<file path="config.mk">
export PLATFORM = sky130hd
export DESIGN_NAME = nfc_host
export DESIGN_NICKNAME = d
export VERILOG_FILES = /design/src/nfc_pkg.sv /design/src/nfc_cyc_if.sv /design/src/nfc_timer.sv /design/src/nfc_cycle.sv /design/src/nfc_host.sv
export SDC_FILE = /design/constraint.sdc
export NUM_CORES = 1
export LEC_CHECK = 0
export BUFFER_PORTS_ARGS = -buffer_cell sky130_fd_sc_hd__buf_2
export CAP_MARGIN = 25
export CORE_AREA = 2 2 193 195
export DETAILED_ROUTE_END_ITERATION = 12
export DIE_AREA = 0 0 195 197
export GPL_ROUTABILITY_DRIVEN = 0
export PLACE_DENSITY = 0.53
export SLEW_MARGIN = 20
export SYNTH_ARGS = -nofsm -noshare
export SYNTH_HDL_FRONTEND = slang
export SYNTH_HIERARCHICAL = 1
export SYNTH_SLANG_ARGS = --single-unit
</file>
<file path="constraint.sdc">
create_clock -name pclk -period 2.7 [get_ports pclk]
set_clock_uncertainty 0.1 [all_clocks]
set_input_delay 0.675 -clock pclk [delete_from_list [all_inputs] [get_ports pclk]]
set_output_delay 0.675 -clock pclk [all_outputs]
set_load 0.02 [all_outputs]
</file>
<file path="src/nfc_pkg.sv">
/* Shared constants of the parallel NOR flash host controller.
   Assumes a 20 MHz pclk; pin timing figures are defaults to be tuned. */
`default_nettype none
package nfc_pkg;
    // Geometry
    localparam int ADDR_W = 25;
    localparam int DATA_W = 16;
    localparam int BLOCK_LSB = 17;
    localparam int BLOCK_W = 8;
    localparam int NUM_BLOCKS = 256;
    localparam int PROT_REG_BITS = 128;
    localparam logic [ADDR_W-1:0] ID_WORD_ADDR = 25'h000_0001;
    // Arbitrary value, not a real part code
    localparam logic [DATA_W-1:0] DEVICE_CODE = 16'h5A5A;
    ////////////////////////////////////////////////////////////////////////////
    // Timing, least values in ns
    localparam int CLK_PERIOD_NS = 50;
    localparam int T_WE_LOW_NS = 100;
    localparam int T_ACCESS_NS = 150;
    localparam int T_RP_LOW_NS = 200;
    localparam int T_RESET_TO_OUTPUT_VALID_NS = 1000;
    localparam int T_RESET_TO_WRITE_NS = 2000;
    localparam int T_STS_SETTLE_NS = 500;
    localparam logic [7:0] WE_LOW_CYC = 8'((T_WE_LOW_NS + CLK_PERIOD_NS - 1) / CLK_PERIOD_NS);
    localparam logic [7:0] ACCESS_CYC = 8'((T_ACCESS_NS + CLK_PERIOD_NS - 1) / CLK_PERIOD_NS);
    localparam logic [7:0] RP_LOW_CYC = 8'((T_RP_LOW_NS + CLK_PERIOD_NS - 1) / CLK_PERIOD_NS);
    localparam logic [7:0] OVALID_CYC =
        8'((T_RESET_TO_OUTPUT_VALID_NS + CLK_PERIOD_NS - 1) / CLK_PERIOD_NS);
    localparam logic [7:0] WAKE_CYC = 8'((T_RESET_TO_WRITE_NS + CLK_PERIOD_NS - 1) / CLK_PERIOD_NS);
    localparam logic [7:0] SETTLE_CYC = 8'((T_STS_SETTLE_NS + CLK_PERIOD_NS - 1) / CLK_PERIOD_NS);
    localparam logic [7:0] RP_LOW_LOAD = RP_LOW_CYC - 8'h01;
    ////////////////////////////////////////////////////////////////////////////
    // Register map
    localparam logic [7:0] REG_CTRL = 8'h00;
    localparam logic [7:0] REG_STATUS = 8'h04;
    localparam logic [7:0] REG_ADDR = 8'h08;
    localparam logic [7:0] REG_WDATA = 8'h0C;
    localparam logic [7:0] REG_RDATA = 8'h10;
    localparam logic [7:0] REG_CFG = 8'h14;
    localparam logic [1:0] OP_READ = 2'h0;
    localparam logic [1:0] OP_WRITE = 2'h1;
    localparam logic [1:0] OP_WRITE_WAIT = 2'h2;
    localparam logic [1:0] OP_RESET = 2'h3;
    localparam int CFG_WIDE_BIT = 0;
    localparam int CFG_CE_ACT_LSB = 1;
    localparam int CFG_CE_IDLE_LSB = 4;
    localparam logic CFG_WIDE_RST = 1'b1;
    localparam logic [2:0] CE_ACT_RST = 3'h0;
    localparam logic [2:0] CE_IDLE_RST = 3'h7;
    localparam int ST_RISE = 2;
    localparam int ST_ERR = 3;
    localparam int ST_DONE = 4;
endpackage : nfc_pkg
`default_nettype wire

</file>
<file path="src/nfc_cyc_if.sv">
/* Request/answer bundle between the sequencer and the pin cycle engine.
   Assumes both ends run on the same pclk. */
`default_nettype none
interface nfc_cyc_if;
    import nfc_pkg::*;
    logic req;
    logic wr;
    logic [ADDR_W-1:0] addr;
    logic [DATA_W-1:0] wdata;
    logic [DATA_W-1:0] rdata;
    logic done;
    logic [2:0] ce_act;
    logic [2:0] ce_idle;
    modport ctl(output req, wr, addr, wdata, ce_act, ce_idle, input rdata, done);
    modport eng(input req, wr, addr, wdata, ce_act, ce_idle, output rdata, done);
endinterface : nfc_cyc_if
`default_nettype wire

</file>
<file path="src/nfc_timer.sv">
/* Down counter that flags expiry of a loaded cycle count.
   Assumes load pulses come from the sequencer on pclk. */
`default_nettype none
module nfc_timer
    import nfc_pkg::*;
#(
    parameter logic [7:0] INIT = 8'h00
)
(
    input wire logic pclk,
    input wire logic presetn,
    input wire logic load,
    input wire logic [7:0] load_val,
    output logic expired
);
    logic [7:0] count;

    always_ff @(posedge pclk or negedge presetn) begin
        if (!presetn) begin
            count <= INIT;
        end else if (load) begin
            count <= load_val;
        end else if (count != 8'h00) begin
            count <= count - 8'h01;
        end
    end

    assign expired = (count == 8'h00);
endmodule : nfc_timer
`default_nettype wire

</file>
<file path="src/nfc_cycle.sv">
/* Pin cycle engine: one read or write bus cycle on the flash pins.
   Assumes req is a one-cycle pulse taken only while idle. */
`default_nettype none
module nfc_cycle
    import nfc_pkg::*;
(
    input wire logic pclk,
    input wire logic presetn,
    nfc_cyc_if.eng cyc,
    output logic [ADDR_W-1:0] flash_addr,
    output logic [DATA_W-1:0] dq_out,
    output logic dq_oe_n,
    input wire logic [DATA_W-1:0] dq_in,
    output logic [2:0] chip_select_lines,
    output logic oe_n,
    output logic we_n
);
    typedef enum logic [1:0] {C_IDLE, C_SETUP, C_STROBE, C_HOLD} nfc_cyc_e;
    nfc_cyc_e st;
    logic [7:0] cnt;
    logic is_wr;

    always_ff @(posedge pclk or negedge presetn) begin
        if (!presetn) begin
            st <= C_IDLE;
            cnt <= 8'h00;
            is_wr <= 1'b0;
            flash_addr <= '0;
            dq_out <= '0;
            dq_oe_n <= 1'b1;
            chip_select_lines <= CE_IDLE_RST;
            oe_n <= 1'b1;
            we_n <= 1'b1;
            cyc.done <= 1'b0;
        end else begin
            cyc.done <= 1'b0;
            unique case (st)
                C_IDLE: begin
                    chip_select_lines <= cyc.ce_idle;
                    if (cyc.req) begin
                        flash_addr <= cyc.addr;
                        dq_out <= cyc.wdata;
                        dq_oe_n <= !cyc.wr;
                        is_wr <= cyc.wr;
                        chip_select_lines <= cyc.ce_act;
                        st <= C_SETUP;
                    end
                end
                C_SETUP: begin
                    if (is_wr) begin
                        we_n <= 1'b0;
                        cnt <= WE_LOW_CYC - 8'h01;
                    end else begin
                        oe_n <= 1'b0;
                        cnt <= ACCESS_CYC - 8'h01;
                    end
                    st <= C_STROBE;
                end
                C_STROBE: begin
                    if (cnt == 8'h00) begin
                        we_n <= 1'b1;
                        oe_n <= 1'b1;
                        st <= C_HOLD;
                    end else begin
                        cnt <= cnt - 8'h01;
                    end
                end
                C_HOLD: begin
                    // Address and data held a full cycle past the strobe edge
                    dq_oe_n <= 1'b1;
                    chip_select_lines <= cyc.ce_idle;
                    cyc.done <= 1'b1;
                    st <= C_IDLE;
                end
            endcase
        end
    end

    always_ff @(posedge pclk or negedge presetn) begin
        if (!presetn) begin
            cyc.rdata <= '0;
        end else if (st == C_STROBE && cnt == 8'h00 && !is_wr) begin
            cyc.rdata <= dq_in;
        end
    end
endmodule : nfc_cycle
`default_nettype wire

</file>
<file path="src/nfc_host.sv">
/* Host controller for a parallel NOR flash: APB register slave, operation
   sequencer, reset and recovery timing, status line capture.
   Assumes pins synchronous to pclk and a board pull-up on the status line. */
// The APB slave port and the placing of the registers are this design's own decisions.
`default_nettype none
// What this block does
// - Three chip-enable lines select or deselect the device.
// - Width select low: 8-bit, lowest address bit picks the byte.
// - Width select high: 16-bit, second address bit is the lowest.
// - After reset release wait output-valid and wake times before reads, writes.
// - Address and data latched on write strobe rising edge; keep them stable.
// - Status line is open drain and needs a pull-up.
module nfc_host
    import nfc_pkg::*;
(
    input wire logic pclk,
    input wire logic presetn,
    input wire logic psel,
    input wire logic penable,
    input wire logic pwrite,
    input wire logic [7:0] paddr,
    input wire logic [31:0] pwdata,
    output logic [31:0] prdata,
    output logic pready,
    output logic pslverr,
    output logic [ADDR_W-1:0] flash_addr,
    output logic [DATA_W-1:0] dq_out,
    output logic dq_oe_n,
    input wire logic [DATA_W-1:0] dq_in,
    output logic [2:0] chip_select_lines,
    output logic oe_n,
    output logic we_n,
    output logic reset_powerdown_n,
    output logic wide_mode,
    input wire logic wsm_status_output
);
    typedef enum logic [2:0] {
        T_RESET_LOW, T_RECOVER, T_IDLE, T_CYCLE, T_SETTLE, T_BUSY
    } nfc_top_e;
    nfc_top_e st;
    logic [1:0] op;
    logic [ADDR_W-1:0] addr_reg;
    logic [DATA_W-1:0] wdata_reg;
    logic [DATA_W-1:0] rdata_reg;
    logic [2:0] ce_act;
    logic [2:0] ce_idle;
    logic sts_q;
    logic sts_rise;
    logic err_flag;
    logic done_flag;
    logic access;
    logic wr_ctrl;
    logic wr_status;
    logic refused;
    logic launch;
    logic finish;
    logic t_out_exp;
    logic t_wake_exp;
    logic t_out_load;
    logic t_wake_load;
    logic [7:0] t_out_val;
    logic [7:0] t_wake_val;
    logic [ADDR_W-1:0] cur_pin_addr;
    logic [31:0] rd_word;

    nfc_cyc_if cyc();

    ////////////////////////////////////////////////////////////////////////////
    // Pin address from the unit address; word mode drops the byte lane
    function automatic logic [ADDR_W-1:0] map_addr(input logic [ADDR_W-1:0] a,
                                                   input logic wide);
        map_addr = wide ? {a[ADDR_W-2:0], 1'b0} : a;
    endfunction : map_addr

    function automatic logic is_mapped(input logic [7:0] a);
        is_mapped = (a == REG_CTRL) || (a == REG_STATUS) || (a == REG_ADDR) ||
                    (a == REG_WDATA) || (a == REG_RDATA) || (a == REG_CFG);
    endfunction : is_mapped

    // Registers that may only change while no operation runs
    function automatic logic is_guarded(input logic [7:0] a);
        is_guarded = (a == REG_CTRL) || (a == REG_ADDR) || (a == REG_WDATA) ||
                     (a == REG_CFG);
    endfunction : is_guarded

    ////////////////////////////////////////////////////////////////////////////
    // APB slave, zero wait states
    assign access = psel && penable && pready;
    assign wr_ctrl = access && pwrite && paddr == REG_CTRL;
    assign wr_status = access && pwrite && paddr == REG_STATUS;
    assign refused = access && pwrite && is_guarded(paddr) && st != T_IDLE;
    assign launch = wr_ctrl && st == T_IDLE;
    assign cur_pin_addr = map_addr(addr_reg, wide_mode);

    always_comb begin
        unique case (paddr)
            REG_CTRL: rd_word = 32'(op);
            REG_STATUS: rd_word = {16'h0000, cur_pin_addr[BLOCK_LSB +: BLOCK_W],
                2'b00, (st == T_RESET_LOW || st == T_RECOVER), done_flag, err_flag,
                sts_rise, sts_q, (st != T_IDLE)};
            REG_ADDR: rd_word = 32'(addr_reg);
            REG_WDATA: rd_word = 32'(wdata_reg);
            REG_RDATA: rd_word = 32'(rdata_reg);
            REG_CFG: rd_word = 32'({ce_idle, ce_act, wide_mode});
            default: rd_word = 32'h0000_0000;
        endcase
    end

    always_ff @(posedge pclk or negedge presetn) begin
        if (!presetn) begin
            pready <= 1'b0;
            pslverr <= 1'b0;
            prdata <= 32'h0000_0000;
        end else begin
            pready <= 1'b1;
            if (psel && !penable) begin
                pslverr <= !is_mapped(paddr);
                prdata <= pwrite ? 32'h0000_0000 : rd_word;
            end
        end
    end

    ////////////////////////////////////////////////////////////////////////////
    // Software registers; ignored while busy
    always_ff @(posedge pclk or negedge presetn) begin
        if (!presetn) begin
            addr_reg <= '0;
            wdata_reg <= '0;
            wide_mode <= CFG_WIDE_RST;
            ce_act <= CE_ACT_RST;
            ce_idle <= CE_IDLE_RST;
            op <= OP_READ;
        end else if (access && pwrite && st == T_IDLE) begin
            unique case (paddr)
                REG_ADDR: addr_reg <= pwdata[ADDR_W-1:0];
                REG_WDATA: wdata_reg <= pwdata[DATA_W-1:0];
                REG_CTRL: op <= pwdata[1:0];
                REG_CFG: begin
                    wide_mode <= pwdata[CFG_WIDE_BIT];
                    ce_act <= pwdata[CFG_CE_ACT_LSB +: 3];
                    ce_idle <= pwdata[CFG_CE_IDLE_LSB +: 3];
                end
                default: ;
            endcase
        end
    end

    ////////////////////////////////////////////////////////////////////////////
    // Status line: open drain, pulled up on the board, never driven here
    always_ff @(posedge pclk or negedge presetn) begin
        if (!presetn) begin
            sts_q <= 1'b1;
        end else begin
            sts_q <= wsm_status_output;
        end
    end

    // Sticky flags; a set in the clearing cycle wins
    assign finish = (st == T_CYCLE && cyc.done && op != OP_WRITE_WAIT) ||
                    (st == T_BUSY && wsm_status_output) ||
                    (st == T_RECOVER && t_out_exp && t_wake_exp);

    always_ff @(posedge pclk or negedge presetn) begin
        if (!presetn) begin
            sts_rise <= 1'b0;
            err_flag <= 1'b0;
            done_flag <= 1'b0;
        end else begin
            sts_rise <= (sts_rise && !(wr_status && pwdata[ST_RISE])) ||
                        (wsm_status_output && !sts_q);
            err_flag <= (err_flag && !(wr_status && pwdata[ST_ERR])) || refused;
            done_flag <= (done_flag && !(wr_status && pwdata[ST_DONE])) || finish;
        end
    end

    always_ff @(posedge pclk or negedge presetn) begin
        if (!presetn) begin
            rdata_reg <= '0;
        end else if (st == T_CYCLE && cyc.done && op == OP_READ) begin
            rdata_reg <= cyc.rdata;
        end
    end

    ////////////////////////////////////////////////////////////////////////////
    // Sequencer; power-up starts with the flash held in reset
    always_ff @(posedge pclk or negedge presetn) begin
        if (!presetn) begin
            st <= T_RESET_LOW;
            reset_powerdown_n <= 1'b0;
        end else begin
            unique case (st)
                T_RESET_LOW: begin
                    if (t_out_exp) begin
                        reset_powerdown_n <= 1'b1;
                        st <= T_RECOVER;
                    end
                end
                T_RECOVER: begin
                    // Both recovery times must pass before any cycle
                    if (t_out_exp && t_wake_exp) begin
                        st <= T_IDLE;
                    end
                end
                T_IDLE: begin
                    if (launch) begin
                        if (pwdata[1:0] == OP_RESET) begin
                            reset_powerdown_n <= 1'b0;
                            st <= T_RESET_LOW;
                        end else begin
                            st <= T_CYCLE;
                        end
                    end
                end
                T_CYCLE: begin
                    if (cyc.done) begin
                        st <= (op == OP_WRITE_WAIT) ? T_SETTLE : T_IDLE;
                    end
                end
                T_SETTLE: begin
                    // Gives the device time to pull the line low first
                    if (t_wake_exp) begin
                        st <= T_BUSY;
                    end
                end
                T_BUSY: begin
                    if (wsm_status_output) begin
                        st <= T_IDLE;
                    end
                end
                default: st <= T_RESET_LOW;
            endcase
        end
    end

    // Request to the cycle engine, one-cycle pulse
    always_ff @(posedge pclk or negedge presetn) begin
        if (!presetn) begin
            cyc.req <= 1'b0;
            cyc.wr <= 1'b0;
            cyc.addr <= '0;
            cyc.wdata <= '0;
        end else begin
            cyc.req <= launch && pwdata[1:0] != OP_RESET;
            if (launch) begin
                cyc.wr <= pwdata[1:0] != OP_READ;
                cyc.addr <= map_addr(addr_reg, wide_mode);
                cyc.wdata <= wdata_reg;
            end
        end
    end

    assign cyc.ce_act = ce_act;
    assign cyc.ce_idle = ce_idle;

    ////////////////////////////////////////////////////////////////////////////
    always_comb begin
        t_out_load = (st == T_RESET_LOW && t_out_exp) ||
                     (launch && pwdata[1:0] == OP_RESET);
        t_out_val = (st == T_RESET_LOW) ? OVALID_CYC : RP_LOW_LOAD;
        t_wake_load = (st == T_RESET_LOW && t_out_exp) ||
                      (st == T_CYCLE && cyc.done && op == OP_WRITE_WAIT);
        t_wake_val = (st == T_RESET_LOW) ? WAKE_CYC : SETTLE_CYC;
    end

    nfc_timer #(.INIT(RP_LOW_LOAD)) u_out_timer (
        .pclk(pclk),
        .presetn(presetn),
        .load(t_out_load),
        .load_val(t_out_val),
        .expired(t_out_exp)
    );

    nfc_timer #(.INIT(8'h00)) u_wake_timer (
        .pclk(pclk),
        .presetn(presetn),
        .load(t_wake_load),
        .load_val(t_wake_val),
        .expired(t_wake_exp)
    );

    nfc_cycle u_cycle (
        .pclk(pclk),
        .presetn(presetn),
        .cyc(cyc.eng),
        .flash_addr(flash_addr),
        .dq_out(dq_out),
        .dq_oe_n(dq_oe_n),
        .dq_in(dq_in),
        .chip_select_lines(chip_select_lines),
        .oe_n(oe_n),
        .we_n(we_n)
    );
endmodule : nfc_host
`default_nettype wire

</file>
### Word-level counts from Yosys, hierarchy flattened

Cells that the tools add are included.

* add/subtract/negate cells: 3
* $mul: 0
* divide/modulo/power cells: 0
* order comparisons: 0
* eq/ne operators: 30
* shift-type cells: 0
* muxes and demuxes: 38
* bitwise operators: 0
* reduce and logical (&&, ||, !) cells: 81

Operator list (count)
* $pmux 25 s6: 1
* $mux 8: 5
* $logic_not 8->1: 4
* $mux 32: 1
* $logic_and 1x1->1: 30
* $mux 25: 1
* $mux 3: 8
* $sub 8x1->8 const B: 3
* $ne 2x2->1 const B: 9
* $pmux 3 s6: 1
* $eq 8x4->1 const B: 2
* $eq 8x5->1 const B: 2
* $logic_or 1x1->1: 16
* $pmux 8 s2: 1
* $reduce_and 2->1: 8
* $reduce_bool 8->1: 2
* $reduce_bool 2->1: 6
* $ne 2x1->1 const B: 5
* $eq 2x2->1 const B: 4
* $eq 8x3->1 const B: 1
* $logic_not 1->1: 8
* $mux 1: 8
* $mux 2: 4
* $pmux 1 s2: 4
* 14 further kinds: 18

* flip-flop bits (word level): 242
* bits in latches: 0
* memory bits (writable): 0
* bits in read-only memories: 0
* bits of input ports: 62
* output and inout port bits: 83
* logic and storage cells: 185
* memories kept: 0

### Logic depth before layout (Yosys ltp)

Gate-level depths: netlist (run 1).

* depth after elaboration: 8
* mapped depth: 11
* mapped depth without buffers: 9

### Modules after synthesis

Netlist (run 1), hierarchy kept.

By module, submodules not included
* nfc_host: instances 1, cells an instance 531, area each 6610.1 µm², seq. area each 3609.7 µm²
* nfc_cycle: instances 1, cells an instance 220, area each 3188.1 µm², seq. area each 1884.3 µm²
* nfc_timer (u_wake_timer): instances 1, cells an instance 56, area each 494.2 µm², seq. area each 200.2 µm²
* nfc_timer (u_out_timer): instances 1, cells an instance 54, area each 479.2 µm², seq. area each 202.7 µm²

### Worst setup path before layout (run 1)

No wires, ideal clock.

* path type: input to register
* start: in paddr[4]
* end: reg u_out_timer.count[4]
* setup time: 0.080 ns
* arrival: 2.721 ns
* data required time: 2.520 ns
* slack: -0.200 ns
* cell stages on the path: 11
* buffers on the path: 4
* cell sequence: buf_6 -> or4_4 -> buf_6 -> nor4_4 -> nand2_1 -> clkbuf_1 -> nor2_1 -> a21o_1 -> dlygate4sd1_1 -> a21oi_1 -> a2bb2oi_1

* longest elaborated chain between the ends: 6
* elaborated cells between the ends (all ways): 7
* classes of those cells: 1 x mux; 6 x reduce/logical

RTL lines
* start, declared: RTL line nfc_host.sv:21 `input wire logic [7:0] paddr,`
* $logic_not 8->1 *: RTL line nfc_host.sv:89 `assign wr_ctrl = access && pwrite && paddr == REG_CTRL;`
* $logic_and 1x1->1 *: RTL line nfc_host.sv:89
* $logic_and 1x1->1 *: RTL line nfc_host.sv:92 `assign launch = wr_ctrl && st == T_IDLE;`
* $logic_and 1x1->1 *: RTL line nfc_host.sv:258 `(launch && pwdata[1:0] == OP_RESET);`
* $logic_or 1x1->1 *: RTL line nfc_host.sv:257 `t_out_load = (st == T_RESET_LOW && t_out_exp) ||`
* named net t_out_load: RTL line nfc_host.sv:59 `logic t_out_load;`
* $mux 8 or $reduce_bool 2->1 (tied branches)
* end signal, assigned: RTL line nfc_timer.sv:22 `count <= load_val;`
* end signal, assigned: RTL line nfc_timer.sv:24 `count <= count - 8'h01;`
* end, declared: RTL line nfc_timer.sv:16 `logic [7:0] count;`

The timed path passes the listed nets; every way through them passes the cells marked *.
A chain may end at the register's enable or synchronous reset.

### Final worst setup path (run 1)

* start: reg wide_mode
* end: out wide_mode

RTL lines
* start, declared: RTL line nfc_host.sv:34 `output logic wide_mode,`
* start signal, assigned: RTL line nfc_host.sv:139 `wide_mode <= pwdata[CFG_WIDE_BIT];`

No word-level cell between the ends.

==> reports/qor.csv, run 1 <==
metric;value;unit
Peak VDD IR;0.3861;mV
largest net degree at the start of global routing;64;
synthesized area;0.01077;sq mm
clk_lat worst skew;550;ps
Seq cells post-synth;235;
Pwr Density;703.7;mW/mm^2
critical path capture point type;primary output;
Die Wd;195;microns
Pwr Total;9.177;mW
Max Cap Violations;0;
Post-DP HPWL;20320;microns
CTS sink count;235;
R2R setup slack;280;ps
remaining antenna violation count;0;
Synth Instances;861;
register area;0.005897;sq mm
number of DRC markers in iteration 0;396;
hold-fix buffer count after cts;1;
gr usage total;14.55;%
RSZ-0062 raised after global routing;no;
Initial Utilization;29.71;%
critical path startpoint category;flip-flop;
Synth-to-Final Area Change;21.06;%
setup total negative slack;0;ps
Endpoint, Worst Hold;sts_q;
Final min period;2553;ps
post-CTS sizing;0;
Filler cells;3598;
adder-cell share of the synthesized area;0.9293;%
cells along the critical path;buf_4 > buf_2;
Setup-failing EPs final;0;
total wire length;27760;microns
CP bufs+invs;2;
syn_area_per_cell;12.51;sq um
vias post-DR;7252;
grt total ovfl;0;
post-synthesis simple-gate area fraction;10.00;%
TritonCTS clock tree;yes;
area post-placement;0.01221;sq mm
register area share after synthesis;54.75;%
Die Y;197;microns
FFs w/ async S/R, synth;100.0;%
Post-synth EDFFs;0;
die area;0.03842;sq mm
row cnt;70;
Worst R2R Path Depth;10;
status;complete, no violations;
min-delay src;wsm_status_output;
compound-gate portion of the synthesized area;10.13;%
clock buffer depth;3;
nets;1098;
dpl ws;-28.29;ps
Crit path arrival time;1780;ps
Cell Count, Final, Fillers Out;1519;
Post-Layout Inst Area;0.01304;sq mm
Root Driver;clkbuf_16;
main combinational cell family by area after synthesis;multiplexers;
synth unique cells;77;
Setup Fix Bufs, Post-CTS;0;
P_leak;6.350;nW
type of the worst min-delay path;in -> reg;
crit path max-delay cell type;dfstp_2;
placed insts;1468;
layout cell share with drive strength beyond 1;38.40;%
number of remaining DRC errors;0;
maximum clock frequency;391.8;MHz
period utilization;94.54;%
slowest stage delay, CP;740;ps
Hold Vio Cnt, Final;0;
IO buf count;130;
initial antenna violation count;4;
maximum fanout along the worst path;11;
DR pass1 iterations;5;
number of buffers created by CTS;25;
Crit Path Class;reg -> out;
vias per inst;4.774;
vias in the first global route;7307;
post-synthesis mux area share;20.72;%
Final WS setup;147.4;ps
H-tree depth;1;
Ys Warns;6;
Worst EP required;1920;ps
WHS Path Cells;1;
r2r startpoint;u_out_timer/count[0];
fin. max-slew vios;0;
Top FF cell, synth;dfrtp_1;
clk slew on worst S/H paths;70;ps
DR WL/cell;18.28;microns
Rel. slew slack;45.01;%
multi-input logic area;0.004591;sq mm
worst r2r dst;u_wake_timer/count[7];
first-pass GRT wire length;43710;microns
Worst Max-Slew Pin Slew;823.2;ps
Worst path top cell family by delay;flip-flops;
Synth Area in XOR/XNOR;0.1626;%
Top Ports;145;
core area;0.03626;sq mm
[kinds of logic after synthesis]
group | Yosys count
xor gates and xnor gates | 2
AOI/OAI and AO/OA | 161
other | 2
and+or+nand+nor | 195
muxes | 189
buffers and inverters | 69
DFF | 235
adders and majority gates | 8
[how the worst max path moves through the flow]
stage | from | to | slack (ps) | depth (start not counted)
final | wide_mode | wide_mode | 150 | 2
after global routing | wide_mode | wide_mode | 50 | 2
after CTS | wide_mode | wide_mode | 90 | 2
after detailed placement | paddr[4] | u_out_timer/count[5] | -30 | 8
after global placement | paddr[4] | u_out_timer/count[6] | 30 | 9
after floorplan | paddr[4] | u_out_timer/count[5] | 2 | 10
[per-layer routing]
metal	wire [microns]	vias up	GRT usage, %
met5	7	-	0
met4	498	2	3.704
met3	1468	35	2.960
met2	12260	163	22.38
met1	13530	3605	20.93
li1	-	3447	-
[final cells by class]
| class | count | share of cell area, % |
|---|---|---|
| flip-flops and latches | 235 | 45.22 |
| multi-input cells | 573 | 35.20 |
| repair buffers | 176 | 8.309 |
| clock buffers | 38 | 5.786 |
| well taps | 468 | 4.491 |
| inverters | 17 | 0.4893 |
| clock inverters | 8 | 0.4222 |
| diodes | 4 | 0.07676 |
[synth_stat cells, drive strengths merged, types with 13 or more instances]
cell	n	area, sq um
a22o	14	122.6
inv	17	63.81
nand2	75	291.5
dfstp	13	341.6
nor3	15	118.9
mux2	152	1862
a21oi	17	85.08
mux2i	37	370.4
dfrtp	222	5555
clkbuf	20	76.32
buf	31	200.2
nor2	35	136.4
o21ai	54	270.3
[power breakdown]
part	internal, mW	switching (mW)	leakage [nW]
Combinational	0.741	0.824	2.81
Clock	1.93	1.45	0.409
Sequential	3.90	0.334	3.14
Total	6.57	2.60	6.35
[cell usage in the layout, fill, tap and decap left out, types with 5 or more instances in the layout]
cell | synthesis | routed
inv_1 | 17 | 17
nor4_1 | 5 | 5
nor3_1 | 10 | 10
mux2_1 | 6 | 6
a2bb2oi_1 | 5 | 5
clkinv_2 | 0 | 7
nor2b_1 | 5 | 5
a22oi_1 | 7 | 7
dfrtp_1 | 222 | 222
o21ai_0 | 53 | 53
buf_12 | 0 | 6
a221oi_1 | 6 | 6
mux2_2 | 106 | 106
nand2b_1 | 11 | 11
a22o_1 | 14 | 14
nand3_1 | 9 | 9
clkbuf_16 | 0 | 25
dfstp_2 | 13 | 13
clkbuf_8 | 0 | 8
clkbuf_1 | 19 | 5
nand2_1 | 73 | 71
ha_1 | 8 | 8
o31ai_1 | 9 | 9
buf_4 | 7 | 39
mux2i_1 | 37 | 37
mux2_4 | 40 | 40
nor2_1 | 33 | 33
o311ai_0 | 5 | 5
a21oi_1 | 17 | 17
buf_2 | 10 | 129
a31oi_1 | 9 | 9
conb_1 | 2 | 18
[per-stage QoR]
step / util [%] / hold slack [ps]
floorplan: - / 279.4
global placement: 33.67 / 361.0
detailed placement: 33.67 / 368.6
CTS: 35.94 / 165.9
global route: 35.94 / 168.3
finish: 35.96 / 189.5
No activity file was read; power rests on OpenSTA's default activity.
==> run 2, diff against run 1 <==
Settings changed: PLACE_DENSITY 0.53 to not set.
==> reports/qor.csv, run 2 (synthesis results as in run 1) <==
metric;value;unit
status;complete, no violations;
vias per inst;4.776;
Seq pwr share;45.8;%
clock power share;37.3;%
Rel. slew slack;40.75;%
period utilization;90.83;%
crit path max-delay cell type;dfstp_2;
most frequent cells in the layout;222 x dfrtp_1, 129 x buf_2, 106 x mux2_2;
Final min period;2452;ps
vias in the first global route;7463;
layout cell share with drive strength beyond 1;38.05;%
Filler cells;3583;
DR WL/cell;17.98;microns
nets;1098;
die area;0.03842;sq mm
Die Y;197;microns
first-pass GRT wire length;43320;microns
Worst EP required;1920;ps
maximum clock frequency;407.8;MHz
setup total negative slack;0;ps
Initial Utilization;29.71;%
Post-DP HPWL;20320;microns
Crit Path Class;reg -> out;
slowest stage delay, CP;690;ps
total wire length;27350;microns
TritonCTS clock tree;yes;
core area;0.03626;sq mm
P_leak;6.362;nW
Hold Vio Cnt, Final;0;
clk slew on worst S/H paths;60;ps
Final Core Density;36.10;%
type of the worst min-delay path;in -> reg;
cells along the critical path;buf_4 > buf_2;
Synth-to-Final Area Change;21.54;%
vias post-DR;7265;
gr usage total;14.28;%
Root Driver;clkbuf_16;
number of buffers created by CTS;24;
switching pwr;2.498;mW
number of DRC markers in iteration 0;506;
DR pass1 iterations;4;
remaining antenna violation count;0;
clock buffer depth;3;
Max Cap Violations;0;
CTS sink count;235;
Setup-failing EPs final;0;
grt total ovfl;0;
Switching Share;27.05;%
initial antenna violation count;10;
critical path capture point type;primary output;
commonest non-fill, non-tap cell in the layout;dfrtp_1;
Worst Max-Slew Pin Slew;886.9;ps
number of remaining DRC errors;0;
maximum fanout along the worst path;10;
Die Wd;195;microns
RSZ-0062 raised after global routing;no;
row cnt;70;
clk_lat worst skew;510;ps
Gate power share;16.9;%
H-tree depth;1;
Crit path arrival time;1680;ps
IO buf count;130;
critical path startpoint category;flip-flop;
largest net degree at the start of global routing;56;
internal power;6.736;mW
Pwr Density;705.4;mW/mm^2
Top Ports;145;
fin. max-slew vios;0;
Peak VDD IR;0.3339;mV
==> run 2: power groups by stage <==
stage          Sequential (mW)  Clock [mW]  Combinational [mW]
2_1_floorplan             4.18           0                1.18
3_3_place_gp              4.27           0                1.53
3_5_place_dp              4.29           0                1.57
4_1_cts                   4.23        3.55                1.58
5_1_grt                   4.29        3.68                1.75
6_report                  4.23        3.44                1.56
==> run 2: area by class of cell <==
type / count / area (sq um) / area share, %
antenna: 7 / 17.52 / 0.1338
inverter: 17 / 63.81 / 0.4874
clock buffer: 37 / 710.7 / 5.429
sequential: 235 / 5897 / 45.04
timing repair buffer: 177 / 1116 / 8.525
clock inverter: 7 / 110.1 / 0.8411
tap: 468 / 585.6 / 4.473
multi-input combinational: 573 / 4591 / 35.07
==> run 2: path summary, 6_finish.rpt <==
path                                 startpoint               endpoint  slack (ps)  cells after the start
max                                   wide_mode              wide_mode         250                      2
min                           wsm_status_output                  sts_q         200                      1
max reg2reg                u_out_timer/count[0]  u_wake_timer/count[5]         340                      9
min reg2reg                         cyc.addr[4]            cyc.addr[4]         370                      2
max in group asynchronous               presetn   u_out_timer/count[1]        1170                      3
min in group asynchronous               presetn      u_cycle/dq_out[9]         550                      2
==> run 2: repair_timing <==
action | CTS | global route
buffers inserted | 0 | 0
hold buffers | 1 | 0
gates resized for setup | 0 | 0
hold endpoints to repair | 43 | 0
==> run 2: metrics by stage <==
stage                     setup WS, ps  hold WS (ps)  cell area, sq um  cells  power (mW)
after CTS                        222.1         178.0             13070   1514       9.358
after floorplan                  2.032         279.4             10830    877       5.364
after global placement           59.26         359.6             12240   1469       5.800
final                            247.6         197.6             13090   1521       9.234
after detailed placement         12.29         366.1             12240   1469       5.862
after global routing             140.0         188.3             13090   1519       9.725
==> run 2: critical path: cells and delay by family (launching register included) <==
family	cells	cell delay [ps]
DFF	1	690
buffers and inverters	2	470
==> run 2: routing by layer <==
layer	vias up	routed length [microns]	GRT usage (%)
li1	3468	-	-
met1	3591	12830	19.60
met2	150	12210	22.12
met3	50	1509	3.354
met4	6	768	5.004
met5	-	38	0
==> run 3, diff against run 2 <==
--- a/config.mk
+++ b/config.mk
@@ -9,6 +9,9 @@
 export CAP_MARGIN = 25
-export CORE_AREA = 2 2 193 195
+export CELL_PAD_IN_SITES_DETAIL_PLACEMENT = 1
+export CELL_PAD_IN_SITES_GLOBAL_PLACEMENT = 1
+export CORE_AREA = 10 10 201 203
 export DETAILED_ROUTE_END_ITERATION = 12
-export DIE_AREA = 0 0 195 197
+export DIE_AREA = 0 0 211 213
 export GPL_ROUTABILITY_DRIVEN = 0
+export PLACE_DENSITY_LB_ADDON = 0.1
 export SLEW_MARGIN = 20
==> constraint.sdc (replaced) <==
create_clock -name pclk -period 2.7 [get_ports pclk]
set_clock_uncertainty 0.1 [all_clocks]
set_input_delay 0.405 -clock pclk [delete_from_list [all_inputs] [get_ports pclk]]
set_output_delay 0.405 -clock pclk [all_outputs]
set_load 0.02 [all_outputs]
==> reports/qor.csv, run 3 (synthesis results as in run 1) <==
metric;value;unit
Worst EP required;3040;ps
Final WS setup;324.2;ps
fin. max-slew vios;0;
hold_ws;25.84;ps
number of DRC markers in iteration 0;351;
met1 usage;20.22;%
clk_lat worst skew;560;ps
total wire length;31170;microns
nets;1120;
gr usage total;13.96;%
Root Driver;clkbuf_16;
Worst Max-Slew Pin Slew;610.2;ps
vias per inst;4.776;
clk slew on worst S/H paths;60;ps
initial antenna violation count;0;
Peak VDD IR;0.5222;mV
Endpoint, Worst Hold;addr_reg[13];
Post-DP HPWL;22610;microns
critical path startpoint category;flip-flop;
vias in the first global route;8003;
Crit path arrival time;2720;ps
Die Y;213;microns
Crit Path Class;reg -> reg;
maximum fanout along the worst path;6;
DR pass1 iterations;4;
Setup-failing EPs final;0;
maximum clock frequency;420.9;MHz
placed insts;1459;
row cnt;70;
vias post-DR;7346;
grt total ovfl;0;
IO buf count;130;
die area;0.04494;sq mm
commonest non-fill, non-tap cell in the layout;dfrtp_1;
Rel. slew slack;59.32;%
largest net degree at the start of global routing;70;
CTS sink count;235;
met3 Use GR;2.317;%
Hold Vio Cnt, Final;0;
Top Ports;145;
type of the worst min-delay path;in -> reg;
dpl ws;198.1;ps
Worst R2R Path Depth;7;
H-tree depth;1;
ANT cells;0;
P_leak;6.425;nW
met2 Track Usage GR;21.54;%
R2R setup slack;320;ps
setup total negative slack;0;ps
Synth-to-Final Area Change;23.21;%
worst r2r dst;u_out_timer/count[5];
TritonCTS clock tree;yes;
min-delay src;pwdata[13];
Max Cap Violations;0;
Pwr Density;709.2;mW/mm^2
Cell Count, Final, Fillers Out;1538;
most used routing layer;met2;
Die Wd;211;microns
post-CTS sizing;0;
period utilization;87.99;%
layout cell share with drive strength beyond 1;36.36;%
r2r startpoint;st[2];
DR WL/cell;20.27;microns
first-pass GRT wire length;49340;microns
critical path capture point type;flip-flop;
remaining antenna violation count;0;
RSZ-0062 raised after global routing;no;
Final min period;2376;ps
number of remaining DRC errors;0;
WHS Path Cells;2;
most frequent cells in the layout;222 x dfrtp_1, 129 x buf_2, 106 x mux2_2;
status;complete, no violations;
number of buffers created by CTS;28;
core area;0.03626;sq mm
Initial Utilization;29.71;%
clock buffer depth;3;
[run 3: cell types whose count changed in the layout (fill, tap and decap cells not counted)]
cell           previous run  this run
clkinv_2                  4         3
clkbuf_8                  4         5
dlygate4sd3_1             1        29
buf_4                    38        32
bufinv_16                 3         0
buf_12                    8         4
clkbuf_16                25        28
diode_2                   7         0
clkbuf_1                  8        13
clkinv_16                 0         1
[run 3: timing repair]
item	in CTS	in global routing
hold buffers	29	0
hold endpoints to repair	80	0
setup buffers	0	0
[run 3: critical path, stage by stage (launching register included)]
cell	delay [ps]
dfrtp_1	380
or3b_2	530
nor2_2	260
nand2_2	140
nor2_1	250
a21o_1	180
inv_1	120
a221oi_1	300
[run 3: power breakdown]
group          total (mW)  internal [mW]  switching [mW]
clock                3.54           2.06            1.48
combinational        1.63          0.773           0.861
sequential           4.24           3.90           0.341
[run 3: per-stage QoR]
stage	area [sq um]	total power [mW]	util (%)
5_1_grt	13270	9.993	36.60
3_3_place_gp	12120	5.898	33.42
2_1_floorplan	10830	5.364	-
4_1_cts	13270	9.596	36.60
6_report	13270	9.412	36.60
3_5_place_dp	12120	5.934	33.42
[run 3: layout make-up]
type	count	area, sq um
inverter	17	63.81
clock inverter	4	45.04
fill	3950	22990
timing repair buffer	195	1271
sequential	235	5897
multi-input combinational	573	4591
clock buffer	46	818.3
tap	468	585.6
[run 3: metal layers]
metal	share of wire (%)	up-vias
met5	0	-
met4	1.1	0
li1	-	3486
met1	50	3700
met2	44	131
met3	4.8	29
[run 3: how the worst max path moves through the flow]
stage,startpoint,end
5_1_grt,st[2],u_out_timer/count[6]
4_1_cts,st[2],u_out_timer/count[5]
3_3_place_gp,paddr[4],u_out_timer/count[6]
3_5_place_dp,paddr[4],u_out_timer/count[5]
6_report,st[2],u_out_timer/count[5]
2_1_floorplan,paddr[4],u_out_timer/count[4]
